==> src/logic/lsh_cfg.svh <==
`ifndef LSH_CFG_SVH
`define LSH_CFG_SVH

// -----------------------------------------------------------------
// Register offsets (byte addresses)
// -----------------------------------------------------------------
`define LSH_OFF_CTRL      8'h00
`define LSH_OFF_STATUS    8'h04
`define LSH_OFF_IRQ_STS   8'h08
`define LSH_OFF_IRQ_MASK  8'h0c

// -----------------------------------------------------------------
// Field positions
// -----------------------------------------------------------------
`define LSH_ST_DROPOUT    8
`define LSH_ST_SETTLED    9
`define LSH_ST_OFFHOOK    10
`define LSH_IRQ_W         4
`define LSH_IRQ_SETTLED   0
`define LSH_IRQ_OVERLOAD  1
`define LSH_IRQ_DROPOUT   2
`define LSH_IRQ_CHANGE    3

// -----------------------------------------------------------------
// Reset values and thresholds
// -----------------------------------------------------------------
`define LSH_CTRL_RESET    8'h10
`define LSH_V_ZERO_Q      9'h00c
`define LSH_V_STEP_Q      9'h00b
`define LSH_I_STEP_MA     8'h03
`define LSH_I_MAX_STEP    8'h1e
`define LSH_OVL_STD_MA    8'h8c
`define LSH_OVL_CTR21_MA  8'h36
`define LSH_CODE_OVL      5'h1f
`define LSH_CODE_MAX      5'h1f
`define LSH_SETTLE_FS     1548
`define LSH_RESP_OKAY     2'h0
`define LSH_RESP_SLVERR   2'h2
`endif

==> src/logic/lsh_pkg.sv <==
package lsh_pkg;
  // DC termination modes
  typedef enum logic [1:0] {
    LSH_DCT_LOWV  = 2'h0,
    LSH_DCT_JAPAN = 2'h1,
    LSH_DCT_FCC   = 2'h2,
    LSH_DCT_CTR21 = 2'h3
  } lsh_dct_t;

  // Transmit full-scale level picked by the termination mode
  typedef enum logic [1:0] {
    LSH_TX_M1DBM   = 2'h0,
    LSH_TX_M271DBM = 2'h1,
    LSH_TX_M5DBM   = 2'h2
  } lsh_txfs_t;

  // Hook sequencer, one-hot
  typedef enum logic [2:0] {
    LSH_ONHOOK   = 3'h1,
    LSH_SETTLING = 3'h2,
    LSH_READY    = 3'h4
  } lsh_hook_t;

  // Control register layout, bit 7 down to bit 0
  typedef struct packed {
    logic     ac_termination_select;
    logic     low_voltage_trim;
    logic     current_limit_enable;
    lsh_dct_t dc_termination_select;
    logic     onhook_monitor_enable;
    logic     report_mode;
    logic     hook_seize;
  } lsh_ctrl_t;

  // Drive towards the line-side analog circuits
  typedef struct packed {
    logic      hook_switch_on;
    lsh_dct_t  dc_termination_select;
    logic      current_limit_on;
    logic      low_voltage_trim;
    logic      ac_term_complex;
    lsh_txfs_t tx_full_scale;
  } lsh_line_ctl_t;
endpackage

==> src/logic/lsh_line_sense.sv <==
// Decided for this implementation: the placing of the registers and the AXI4-Lite register port.
`timescale 1ns/10ps
`include "lsh_cfg.svh"
module lsh_line_sense #(
  parameter int SETTLE_SAMPLES = `LSH_SETTLE_FS
) (
  input  wire logic                   sys_clk,
  input  wire logic                   sys_rst,
  // AXI4-Lite slave
  input  wire logic [7:0]             s_axi_awaddr,
  input  wire logic                   s_axi_awvalid,
  output logic                        s_axi_awready,
  input  wire logic [31:0]            s_axi_wdata,
  input  wire logic [3:0]             s_axi_wstrb,
  input  wire logic                   s_axi_wvalid,
  output logic                        s_axi_wready,
  output logic [1:0]                  s_axi_bresp,
  output logic                        s_axi_bvalid,
  input  wire logic                   s_axi_bready,
  input  wire logic [7:0]             s_axi_araddr,
  input  wire logic                   s_axi_arvalid,
  output logic                        s_axi_arready,
  output logic [31:0]                 s_axi_rdata,
  output logic [1:0]                  s_axi_rresp,
  output logic                        s_axi_rvalid,
  input  wire logic                   s_axi_rready,
  // Line-side measurement pins
  input  wire logic [8:0]             line_volt_qv,
  input  wire logic [7:0]             loop_current_ma,
  input  wire logic                   line_present,
  input  wire logic                   sample_tick,
  // Line-side control and host side
  output lsh_pkg::lsh_line_ctl_t      line_ctl,
  output logic                        line_data_valid,
  output logic                        irq
);
  import lsh_pkg::*;

  localparam logic [10:0] SETTLE_N = 11'(SETTLE_SAMPLES);

  // ---------------------------------------------------------------
  // Pin synchronisers
  // ---------------------------------------------------------------
  logic [8:0] volt_s1_r, volt_s2_r;
  logic [7:0] cur_s1_r, cur_s2_r;
  logic       pres_s1_r, pres_s2_r;
  logic       tick_s1_r, tick_s2_r, tick_s3_r;

  // Two stages each, three on the strobe; the first stage feeds only the second
  always_ff @(posedge sys_clk) begin
    volt_s1_r <= line_volt_qv;
    volt_s2_r <= volt_s1_r;
    cur_s1_r  <= loop_current_ma;
    cur_s2_r  <= cur_s1_r;
    pres_s1_r <= line_present;
    pres_s2_r <= pres_s1_r;
    tick_s1_r <= sample_tick;
    tick_s2_r <= tick_s1_r;
    tick_s3_r <= tick_s2_r;
  end

  logic tick_rise;
  assign tick_rise = tick_s2_r & ~tick_s3_r; // Edge seen on settled stages only

  // ---------------------------------------------------------------
  // Register state
  // ---------------------------------------------------------------
  lsh_ctrl_t             ctrl_r, ctrl_nxt;
  logic [`LSH_IRQ_W-1:0] irq_sts_r, irq_sts_nxt;
  logic [`LSH_IRQ_W-1:0] irq_mask_r, irq_mask_nxt;
  lsh_hook_t             hook_r, hook_nxt;
  logic [10:0]           settle_cnt_r, settle_cnt_nxt;
  logic [4:0]            code_r, code_nxt;
  logic                  ovl_r, ovl_nxt;
  logic                  drop_r, drop_nxt;

  // ---------------------------------------------------------------
  // Measurement to code conversion
  // ---------------------------------------------------------------
  logic       offhook;
  logic [4:0] volt_code, cur_code;
  logic       overload;
  logic [8:0] vq_over;
  logic [7:0] i_steps, ovl_lim;

  // Voltage arrives in quarter volts: 3 V is 12, one 2.75 V step is 11
  always_comb begin
    vq_over = volt_s2_r - `LSH_V_ZERO_Q;
    if (volt_s2_r < `LSH_V_ZERO_Q) begin
      volt_code = 5'h00;
    end else if ((vq_over / `LSH_V_STEP_Q) >= 9'(`LSH_CODE_MAX)) begin
      volt_code = `LSH_CODE_MAX; // Clip at the 87 V full scale
    end else begin
      volt_code = 5'(vq_over / `LSH_V_STEP_Q) + 5'h01;
    end
  end

  // Loop current in 3 mA steps; the overload limit depends on mode
  always_comb begin
    ovl_lim  = (ctrl_r.dc_termination_select == LSH_DCT_CTR21) ?
               `LSH_OVL_CTR21_MA : `LSH_OVL_STD_MA;
    overload = cur_s2_r > ovl_lim;
    i_steps  = cur_s2_r / `LSH_I_STEP_MA;
    if (overload) begin
      cur_code = `LSH_CODE_OVL;
    end else if (i_steps > `LSH_I_MAX_STEP) begin
      cur_code = 5'(`LSH_I_MAX_STEP); // Keep 11111 for overload only
    end else begin
      cur_code = 5'(i_steps); // zero below one step, one at minimum
    end
  end

  assign offhook = (hook_r != LSH_ONHOOK);

  // ---------------------------------------------------------------
  // Line control outputs
  // ---------------------------------------------------------------
  always_comb begin
    line_ctl.hook_switch_on        = offhook;
    line_ctl.dc_termination_select = ctrl_r.dc_termination_select;
    line_ctl.current_limit_on      = ctrl_r.current_limit_enable &
      (ctrl_r.dc_termination_select == LSH_DCT_CTR21);
    line_ctl.low_voltage_trim      = ctrl_r.low_voltage_trim;
    line_ctl.ac_term_complex       = ctrl_r.ac_termination_select;
    case (ctrl_r.dc_termination_select)
      LSH_DCT_LOWV:  line_ctl.tx_full_scale = LSH_TX_M5DBM;
      LSH_DCT_JAPAN: line_ctl.tx_full_scale = LSH_TX_M271DBM;
      LSH_DCT_FCC:   line_ctl.tx_full_scale = LSH_TX_M1DBM;
      default:       line_ctl.tx_full_scale = LSH_TX_M1DBM;
    endcase
  end

  assign line_data_valid = (hook_r == LSH_READY);

  // ---------------------------------------------------------------
  // Hook sequencer and line-sense code
  // ---------------------------------------------------------------
  logic [`LSH_IRQ_W-1:0] events;

  // Settling counts sample periods, so it follows whatever rate is set
  always_comb begin
    hook_nxt       = hook_r;
    settle_cnt_nxt = settle_cnt_r;
    case (hook_r)
      LSH_ONHOOK: begin
        settle_cnt_nxt = 11'h000;
        if (ctrl_r.hook_seize) begin
          hook_nxt = LSH_SETTLING;
        end
      end
      LSH_SETTLING: begin
        if (!ctrl_r.hook_seize) begin
          hook_nxt = LSH_ONHOOK;
        end else if (tick_rise) begin
          settle_cnt_nxt = settle_cnt_r + 11'h001;
          if (settle_cnt_r + 11'h001 >= SETTLE_N) begin
            hook_nxt = LSH_READY;
          end
        end
      end
      LSH_READY: begin
        if (!ctrl_r.hook_seize) begin
          hook_nxt = LSH_ONHOOK;
        end
      end
      default: begin
        hook_nxt = LSH_ONHOOK;
      end
    endcase

    // Code tracks the live measurement every cycle, zero on-hook with both report and monitor off; never software
    if (offhook) begin
      code_nxt = cur_code;
    end else if (ctrl_r.report_mode) begin
      code_nxt = volt_code;
    end else if (ctrl_r.onhook_monitor_enable) begin
      code_nxt = cur_code;
    end else begin
      code_nxt = 5'h00;
    end
    ovl_nxt  = overload & offhook;
    drop_nxt = ~pres_s2_r;

    events = '0;
    events[`LSH_IRQ_SETTLED]  = (hook_r == LSH_SETTLING) & (hook_nxt == LSH_READY);
    events[`LSH_IRQ_OVERLOAD] = ovl_nxt & ~ovl_r;
    events[`LSH_IRQ_DROPOUT]  = drop_nxt & ~drop_r;
    events[`LSH_IRQ_CHANGE]   = code_nxt != code_r;
  end

  // ---------------------------------------------------------------
  // AXI4-Lite slave
  // ---------------------------------------------------------------
  logic        aw_full_r, aw_full_nxt;
  logic        w_full_r, w_full_nxt;
  logic [7:0]  aw_addr_r, aw_addr_nxt;
  logic [31:0] w_data_r, w_data_nxt;
  logic        w_strb0_r, w_strb0_nxt;
  logic        bvalid_r, bvalid_nxt;
  logic [1:0]  bresp_r, bresp_nxt;
  logic        rvalid_r, rvalid_nxt;
  logic [1:0]  rresp_r, rresp_nxt;
  logic [31:0] rdata_r, rdata_nxt;
  logic        do_write;

  assign s_axi_awready = ~aw_full_r;
  assign s_axi_wready  = ~w_full_r;
  assign s_axi_arready = ~rvalid_r;
  assign s_axi_bvalid  = bvalid_r;
  assign s_axi_bresp   = bresp_r;
  assign s_axi_rvalid  = rvalid_r;
  assign s_axi_rresp   = rresp_r;
  assign s_axi_rdata   = rdata_r;
  assign do_write      = aw_full_r & w_full_r & ~bvalid_r;
  assign irq           = |(irq_sts_r & irq_mask_r);

  // Address and data are caught separately, so either may come first
  always_comb begin
    aw_full_nxt  = aw_full_r;
    w_full_nxt   = w_full_r;
    aw_addr_nxt  = aw_addr_r;
    w_data_nxt   = w_data_r;
    w_strb0_nxt  = w_strb0_r;
    bvalid_nxt   = bvalid_r;
    bresp_nxt    = bresp_r;
    rvalid_nxt   = rvalid_r;
    rresp_nxt    = rresp_r;
    rdata_nxt    = rdata_r;
    ctrl_nxt     = ctrl_r;
    irq_mask_nxt = irq_mask_r;
    irq_sts_nxt  = irq_sts_r;

    if (s_axi_awvalid && !aw_full_r) begin
      aw_full_nxt = 1'b1;
      aw_addr_nxt = s_axi_awaddr;
    end
    if (s_axi_wvalid && !w_full_r) begin
      w_full_nxt  = 1'b1;
      w_data_nxt  = s_axi_wdata;
      w_strb0_nxt = s_axi_wstrb[0];
    end
    if (bvalid_r && s_axi_bready) begin
      bvalid_nxt = 1'b0;
    end
    if (do_write) begin
      aw_full_nxt = 1'b0;
      w_full_nxt  = 1'b0;
      bvalid_nxt  = 1'b1;
      bresp_nxt   = `LSH_RESP_OKAY;
      case (aw_addr_r)
        `LSH_OFF_CTRL: begin
          if (w_strb0_r) begin
            ctrl_nxt = lsh_ctrl_t'(w_data_r[7:0]);
          end
        end
        `LSH_OFF_STATUS: begin
          bresp_nxt = `LSH_RESP_OKAY;
        end
        `LSH_OFF_IRQ_STS: begin
          if (w_strb0_r) begin
            irq_sts_nxt = irq_sts_r & ~w_data_r[`LSH_IRQ_W-1:0];
          end
        end
        `LSH_OFF_IRQ_MASK: begin
          if (w_strb0_r) begin
            irq_mask_nxt = w_data_r[`LSH_IRQ_W-1:0];
          end
        end
        default: begin
          bresp_nxt = `LSH_RESP_SLVERR;
        end
      endcase
    end
    // A new event beats a clear in the same cycle
    irq_sts_nxt = irq_sts_nxt | events;

    if (rvalid_r && s_axi_rready) begin
      rvalid_nxt = 1'b0;
    end
    if (s_axi_arvalid && !rvalid_r) begin
      rvalid_nxt = 1'b1;
      rresp_nxt  = `LSH_RESP_OKAY;
      rdata_nxt  = 32'h0000_0000;
      case (s_axi_araddr)
        `LSH_OFF_CTRL:     rdata_nxt[7:0] = ctrl_r;
        `LSH_OFF_STATUS: begin
          rdata_nxt[4:0]              = code_r;
          rdata_nxt[`LSH_ST_DROPOUT]  = drop_r;
          rdata_nxt[`LSH_ST_SETTLED]  = (hook_r == LSH_READY);
          rdata_nxt[`LSH_ST_OFFHOOK]  = offhook;
        end
        `LSH_OFF_IRQ_STS:  rdata_nxt[`LSH_IRQ_W-1:0] = irq_sts_r;
        `LSH_OFF_IRQ_MASK: rdata_nxt[`LSH_IRQ_W-1:0] = irq_mask_r;
        default:           rresp_nxt = `LSH_RESP_SLVERR;
      endcase
    end
  end

  // ---------------------------------------------------------------
  // State registers
  // ---------------------------------------------------------------
  // Reset leaves the line on-hook in FCC termination
  always_ff @(posedge sys_clk) begin
    if (sys_rst) begin
      ctrl_r       <= lsh_ctrl_t'(`LSH_CTRL_RESET);
      irq_sts_r    <= '0;
      irq_mask_r   <= '0;
      hook_r       <= LSH_ONHOOK;
      settle_cnt_r <= 11'h000;
      code_r       <= 5'h00;
      ovl_r        <= 1'b0;
      drop_r       <= 1'b0;
      aw_full_r    <= 1'b0;
      w_full_r     <= 1'b0;
      aw_addr_r    <= 8'h00;
      w_data_r     <= 32'h0000_0000;
      w_strb0_r    <= 1'b0;
      bvalid_r     <= 1'b0;
      bresp_r      <= 2'h0;
      rvalid_r     <= 1'b0;
      rresp_r      <= 2'h0;
      rdata_r      <= 32'h0000_0000;
    end else begin
      ctrl_r       <= ctrl_nxt;
      irq_sts_r    <= irq_sts_nxt;
      irq_mask_r   <= irq_mask_nxt;
      hook_r       <= hook_nxt;
      settle_cnt_r <= settle_cnt_nxt;
      code_r       <= code_nxt;
      ovl_r        <= ovl_nxt;
      drop_r       <= drop_nxt;
      aw_full_r    <= aw_full_nxt;
      w_full_r     <= w_full_nxt;
      aw_addr_r    <= aw_addr_nxt;
      w_data_r     <= w_data_nxt;
      w_strb0_r    <= w_strb0_nxt;
      bvalid_r     <= bvalid_nxt;
      bresp_r      <= bresp_nxt;
      rvalid_r     <= rvalid_nxt;
      rresp_r      <= rresp_nxt;
      rdata_r      <= rdata_nxt;
    end
  end
endmodule // lsh_line_sense

==> config.mk <==
export PLATFORM = sky130hd
export DESIGN_NAME = lsh_line_sense
export DESIGN_NICKNAME = d
export VERILOG_FILES = /design/src/logic/lsh_pkg.sv /design/src/logic/lsh_line_sense.sv
export VERILOG_INCLUDE_DIRS = /design/src /design/src/logic
export SDC_FILE = /design/constraint.sdc
export NUM_CORES = 1
export LEC_CHECK = 0
export CAP_MARGIN = 20
export CORE_ASPECT_RATIO = 1.2
export CORE_MARGIN = 10
export CORE_UTILIZATION = 60
export CTS_CLUSTER_SIZE = 12
export DETAILED_ROUTE_END_ITERATION = 8
export DONT_BUFFER_PORTS = 1
export PLACE_DENSITY = 0.76
export SLEW_MARGIN = 20
export SYNTH_ARGS = -nofsm -noshare
export SYNTH_HDL_FRONTEND = slang
export SYNTH_SLANG_ARGS = --single-unit
export TNS_END_PERCENT = 5
==> constraint.sdc <==
create_clock -name sys_clk -period 10.9 [get_ports sys_clk]
set_input_delay 2.18 -clock sys_clk [delete_from_list [all_inputs] [get_ports sys_clk]]
set_output_delay 2.18 -clock sys_clk [all_outputs]
set_load 0.005 [all_outputs]
==> results of run 1 <==
stage by stage:
stage                     setup slack [ns]  std cells  hold slack, ns  instance area (um^2)  util, %
after detailed placement             3.108        823          0.3121                  6033    60.28
after CTS                            3.065        839          0.3288                  6356    63.50
after global routing                 2.371        839          0.3353                  6356    63.50
after global placement               3.143        823          0.3099                  6033    60.28
after floorplan                      4.546        759          0.3096                  6225        -
final                                2.942        839          0.3282                  6356    63.50
flip-flops by register name, summed over array words and instances, names as in the netlist, 3 cells and up:
register	flops
s_axi_rdata	11
settle_cnt_r	11
volt_s1_r	9
volt_s2_r	9
aw_addr_r	8
cur_s1_r	8
cur_s2_r	8
w_data_r	8
code_r	5
ctrl_r	4
irq_mask_r	4
irq_sts_r	4
line_ctl	4
hook_r	3
synthesized netlist by cell type, types with 4 or more instances:
| cell | count | area share, % |
|---|---|---|
| dfxtp_1 | 110 | 36 |
| nor2_1 | 100 | 6.1 |
| nand2_1 | 62 | 3.8 |
| a21oi_1 | 53 | 4.3 |
| mux2i_1 | 29 | 4.7 |
| o21ai_0 | 29 | 2.4 |
| buf_4 | 28 | 3.4 |
| clkbuf_1 | 27 | 1.7 |
| inv_1 | 19 | 1.2 |
| nand3_1 | 19 | 1.5 |
| a211oi_1 | 16 | 2.0 |
| a22oi_1 | 13 | 1.6 |
| ha_1 | 11 | 2.2 |
| nor3_1 | 11 | 0.90 |
| and3_1 | 10 | 1.0 |
| and2_1 | 9 | 0.92 |
| nand3b_1 | 9 | 1.1 |
| o211ai_1 | 9 | 1.1 |
| a21o_1 | 8 | 0.98 |
| o31a_1 | 8 | 1.1 |
| xnor2_1 | 8 | 1.1 |
| o21ai_1 | 7 | 0.57 |
| buf_2 | 6 | 0.49 |
| nand2b_1 | 6 | 0.61 |
| nor4_1 | 6 | 0.61 |
| o21a_1 | 6 | 0.73 |
| o22ai_1 | 5 | 0.51 |
| or3_1 | 5 | 0.51 |
| or4_1 | 5 | 0.61 |
| xor2_1 | 5 | 0.71 |
| a211o_1 | 4 | 0.57 |
| a221oi_1 | 4 | 0.57 |
| a31oi_1 | 4 | 0.41 |
| mux2_2 | 4 | 0.73 |
| mux4_2 | 4 | 1.5 |
| nor2b_1 | 4 | 0.41 |
| o31ai_1 | 4 | 0.49 |
| or2_2 | 4 | 0.41 |
report_power, final:
group | total [W] | internal [W] | switching (W)
combinational | 0.000192 | 0.0000751 | 0.000117
clock | 0.000348 | 0.000191 | 0.000157
sequential | 0.000431 | 0.000415 | 0.0000158
final timing paths:
path / slack [ns] / startpoint / cells past startpoint / endpoint
worst max-delay path: 2.94 / volt_s2_r[2] / 28 / irq_sts_r[3]
worst min-delay path: 0.33 / volt_s1_r[6] / 0 / volt_s2_r[6]
worst max register to register: 2.94 / volt_s2_r[2] / 28 / irq_sts_r[3]
worst min register to register: 0.33 / volt_s1_r[6] / 0 / volt_s2_r[6]
critical path, delay by kind of cell, from the launching register on:
| family | cells | cell delay [ns] |
|---|---|---|
| xor+xnor | 2 | 0.31 |
| buf+inv | 2 | 0.15 |
| simple gates | 6 | 1.83 |
| fa+ha+maj | 3 | 0.91 |
| compound gates | 15 | 3.90 |
| flops | 1 | 0.73 |
layout make-up:
class / instances / area share, %
Sequential cell: 110 / 34.65
Timing Repair Buffer: 1 / 0.1181
Multi-Input combinational cell: 567 / 56.56
Tap cell: 126 / 2.480
Inverter: 19 / 1.122
Clock inverter: 6 / 1.319
Clock buffer: 10 / 3.760
layer usage:
layer  wire (um)  share of wire, %  vias to the layer above
met1        5902                41                     2477
li1            -                 -                     2581
met3         829               5.7                       36
met2        7333                51                      148
met4         412               2.8                        0
met5           0                 0                        -
kinds of logic after synthesis:
kind of cell | share of synthesized area (%)
compound gates | 24.30
flops | 35.85
buf+inv | 6.967
mux | 6.926
fa+ha+maj | 2.241
xor+xnor | 2.119
simple gates | 21.53
other cells | 0.06105
==> reports/qor.yml, run 1 <==
synthesis:
  synth_warnings: 0
  ys_types: 85
  synth-main-ff-cell: "dfxtp_1"
  syn_area_mm2: 0.006142
  synth_cells: 737
  ys_async_sr_fraction_pct: 0
  synth.ff_latch_count: 110
  synth_seq_area_share_pct: 35.85
  synth_edf_count: 0
  syn_avg_cell_area_um2: 8.334
clock_tree:
  htreeDepth: 3
  clk_pin_slew_ns: 0.08
  cts.sink_count: 110
  cts_buffer_depth: 2
  post-cts-setup-buffers: 0
  cts-root-buf: "clkbuf_16"
  cts_tree: "built"
  clk_latency_ns: 0.35
  hold_buffers: 0
  postCtsResizedCells: 0
  cts_buffers: 9
placed_design:
  io_buffers: 0
  dpl.hpwl_mm: 10.91
  gp_congestion: 0.9504
grt:
  gr-usage-met2_pct: 34.25
  antenna_found_initial: 0
  grt_start_max_net_pins: 64
  grt_pass1_vias: 5027
  use_met3_pct: 4.697
  grt_use_total_pct: 19.35
  grt_first_pass_wirelength_mm: 24.12
  grt-busiest-layer: "met2"
  grt-ovfl-total: 0
  use_met1_pct: 21.81
routing:
  ant_nets: 0
  first_pass_iters: 5
  num_vias: 5242
  wl_per_cell_um: 17.26
  routed_via_density: 6.248
  drc: 0
  drt_iter0_drc: 348
  drt_wl_total_mm: 14.48
floorplan:
  core_mm2: 0.01001
  pin_count: 129
  rows: 40
  fp.dieArea_mm2: 0.01470
  die_w_um: 112.4
  die_h_um: 130.8
  initial_core_util_pct: 61.36
worst_setup_path:
  cp-end-kind: "flop"
  slowest_stage: "dfxtp_1"
  crit_required_ns: 11.13
  path_common_cell: "ha_1"
  cpPeakStageDelay_ns: 0.73
  critPathArrivalTime_ns: 8.19
  crit_path_max_fanout: 15
  crit_type: "reg2reg"
  start_kind: "flop"
timing:
  clock.fmax_mhz: 125.7
  finalHoldViolations: 0
  post-route-period-util_pct: 73.00
  finalSetupViolCount: 0
  slew_violations: 0
  period_minus_slack_ns: 7.958
  rsz0062_at_grt: "false"
  worst_pin_slew_ns: 0.9048
  skew_ns: 0.008212
  relSlewSlack_pct: 38.73
  tns_ns: 0
finish:
  layout-drive-gt1-share_pct: 6.592
  antenna_cells: 0
  multi_input_area_mm2: 0.003595
  syn_to_final_growth_pct: 3.483
  mostFrequentLayoutCells: "dfxtp_1, nor2_1, nand2_1"
  nFillCells: 827
  nets: 797
  mostFrequentLayoutCell: "dfxtp_1"
  area.sequential_mm2: 0.002202
power_and_ir_drop:
  leakage_nw: 2.442
  power_w: 0.0009711
  ir_drop_v: 0.00009421
  power.density_mw_per_mm2: 152.8
hold_path:
  hp-class: "reg2reg"
status:
  outcome: "finished clean"
run:
  maxCapViolCount: 0
Power figures use the tool's default switching activity.
==> run 2: changes to the inputs <==
- clock period: 10.9 -> 7.6 ns (I/O delays scaled with it)
==> reports/qor.yml, run 2 (synthesis results as in run 1) <==
routing:
  num_vias: 5208  # -0.65%
  first_pass_iters: 4  # -1
  wl_per_cell_um: 17.13  # -0.72%
  drt_wl_total_mm: 14.49  # +0.11%
  drc: 0  # unchanged
  routed_via_density: 6.156  # -1.5%
  ant_nets: 0  # unchanged
  drt_iter0_drc: 300  # -14%
timing:
  tns_ns: 0  # unchanged
  slew_violations: 0  # unchanged
  post-route-period-util_pct: 93.00  # +20 points
  clock.fmax_mhz: 141.5  # +13%
  relSlewSlack_pct: 36.16  # -2.6 points
  finalHoldViolations: 0  # unchanged
  worst_pin_slew_ns: 0.9427  # +0.03796 ns
  rsz0062_at_grt: "false"
  period_minus_slack_ns: 7.068  # -0.8892 ns
  skew_ns: 0.01278  # +0.004564 ns
  finalSetupViolCount: 0  # unchanged
floorplan:
  pin_count: 129  # unchanged
  die_h_um: 130.8  # unchanged
  fp.dieArea_mm2: 0.01470  # unchanged
  core_mm2: 0.01001  # unchanged
  rows: 40  # unchanged
  die_w_um: 112.4  # unchanged
  initial_core_util_pct: 61.36  # unchanged
finish:
  design_area_mm2: 0.006392  # +0.57%
  mostFrequentLayoutCells: "dfxtp_1, nor2_1, nand2_1"
  mostFrequentLayoutCell: "dfxtp_1"
  layout-drive-gt1-share_pct: 7.500  # +0.91 points
  syn_to_final_growth_pct: 4.074
  antenna_cells: 0  # unchanged
  nets: 804  # +0.88%
worst_setup_path:
  slowest_stage: "or4_1"
  reg2regPathDepth: 28  # unchanged
  startpoint: "volt_s2_r[3]"
  path_common_cell: "ha_1"
  cp-end-kind: "flop"
  crit_type: "reg2reg"
  crit_required_ns: 7.82  # -3.31 ns
  cpPeakStageDelay_ns: 0.59  # -0.14 ns
  critPathArrivalTime_ns: 7.29  # -0.90 ns
  r2r_slack_ns: 0.53  # -2.41 ns
  critPathBufInv: 2  # unchanged
  reg2reg_from: "volt_s2_r[3]"
  crit_family: "compound AO/OA/AOI/OAI gates"
  cp_num_cells: 28  # unchanged
  worst_r2r_endpoint: "irq_sts_r[3]"
  endpoint: "irq_sts_r[3]"
  crit_path_max_fanout: 12  # -3
  start_kind: "flop"
clock_tree:
  cts_buffers: 9  # unchanged
  clk_pin_slew_ns: 0.08  # about the same
  cts_buffer_depth: 2  # unchanged
  clk_latency_ns: 0.35  # about the same
  htreeDepth: 3  # unchanged
  post-cts-setup-buffers: 0  # unchanged
  cts.sink_count: 110  # unchanged
  cts-root-buf: "clkbuf_16"
  cts_tree: "built"
hold_path:
  hp-class: "reg2reg"
grt:
  grt_first_pass_wirelength_mm: 24.08  # -0.14%
  antenna_found_initial: 0  # unchanged
  grt_start_max_net_pins: 64  # unchanged
  grt_pass1_vias: 5016  # -0.22%
  grt_use_total_pct: 19.40  # +0.050 points
  grt-ovfl-total: 0  # unchanged
placed_design:
  gp_congestion: 0.9112  # -4.1%
  io_buffers: 0  # unchanged
  dpl.hpwl_mm: 11.09  # +1.7%
  placed_area_mm2: 0.006086  # +0.87%
run:
  maxCapViolCount: 0  # unchanged
status:
  outcome: "finished clean"
power_and_ir_drop:
  ir_drop_v: 0.0001827  # +94%
  power.density_mw_per_mm2: 213.3  # +40%
  leakage_nw: 2.468  # +1.0%
run 2: changes by cell type in the layout (fill, tap and decap cells not counted), sizes merged:
| cell | previous run | this run |
|---|---|---|
| buf | 1 | 8 |
| bufinv | 1 | 0 |
| clkbuf | 10 | 9 |
| clkinv | 1 | 3 |
run 2: worst min-delay path by stage:
stage | start | end | slack, ns | cells after the start
after floorplan | cur_s1_r[0] | cur_s2_r[0] | 0.31 | 0
after global placement | cur_s1_r[6] | cur_s2_r[6] | 0.31 | 0
after detailed placement | cur_s1_r[1] | cur_s2_r[1] | 0.31 | 0
after CTS | cur_s1_r[1] | cur_s2_r[1] | 0.33 | 0
after global routing | volt_s1_r[2] | volt_s2_r[2] | 0.34 | 0
final | cur_s1_r[4] | cur_s2_r[4] | 0.33 | 0
run 2: final cells by class:
class                   instances  area, um^2
clock buffers                   9       225.2
clock inverters                 7       75.07
repair buffers                  8       60.06
multi-input cells             567        3601
flip-flops and latches        110        2202
fillers                       884        3617
well taps                     126       157.7
inverters                      19       71.32
run 2: layer usage:
metal  wire length [um]  global-route usage [%]
met2               7502                   34.80
met5                  0                       0
met4                293                   7.100
met3                776                   4.423
met1               5920                   22.06
run 2: through the flow:
stage | hold WS, ns | setup WS [ns] | instances | power, W | utilization (%)
detailed placement | 0.3128 | 0.5555 | 830 | 0.0009128 | 60.80
CTS | 0.3309 | 0.5140 | 846 | 0.001369 | 63.80
global route | 0.3363 | 0.02838 | 846 | 0.001430 | 63.86
finish | 0.3301 | 0.5317 | 846 | 0.001364 | 63.86
global placement | 0.3097 | 0.6363 | 830 | 0.0009022 | 60.80
floorplan | 0.3096 | 1.246 | 759 | 0.0008670 | -
run 2: report_power, final:
part | switching, W | internal (W) | total (W)
clock | 0.000227 | 0.000233 | 0.000460
sequential | 0.0000216 | 0.000596 | 0.000617
combinational | 0.000172 | 0.000114 | 0.000286
run 2: what timing repair did:
action,CTS,global route
hold buffers,0,0
setup endpoints to repair,0,1
gates resized for setup,0,1
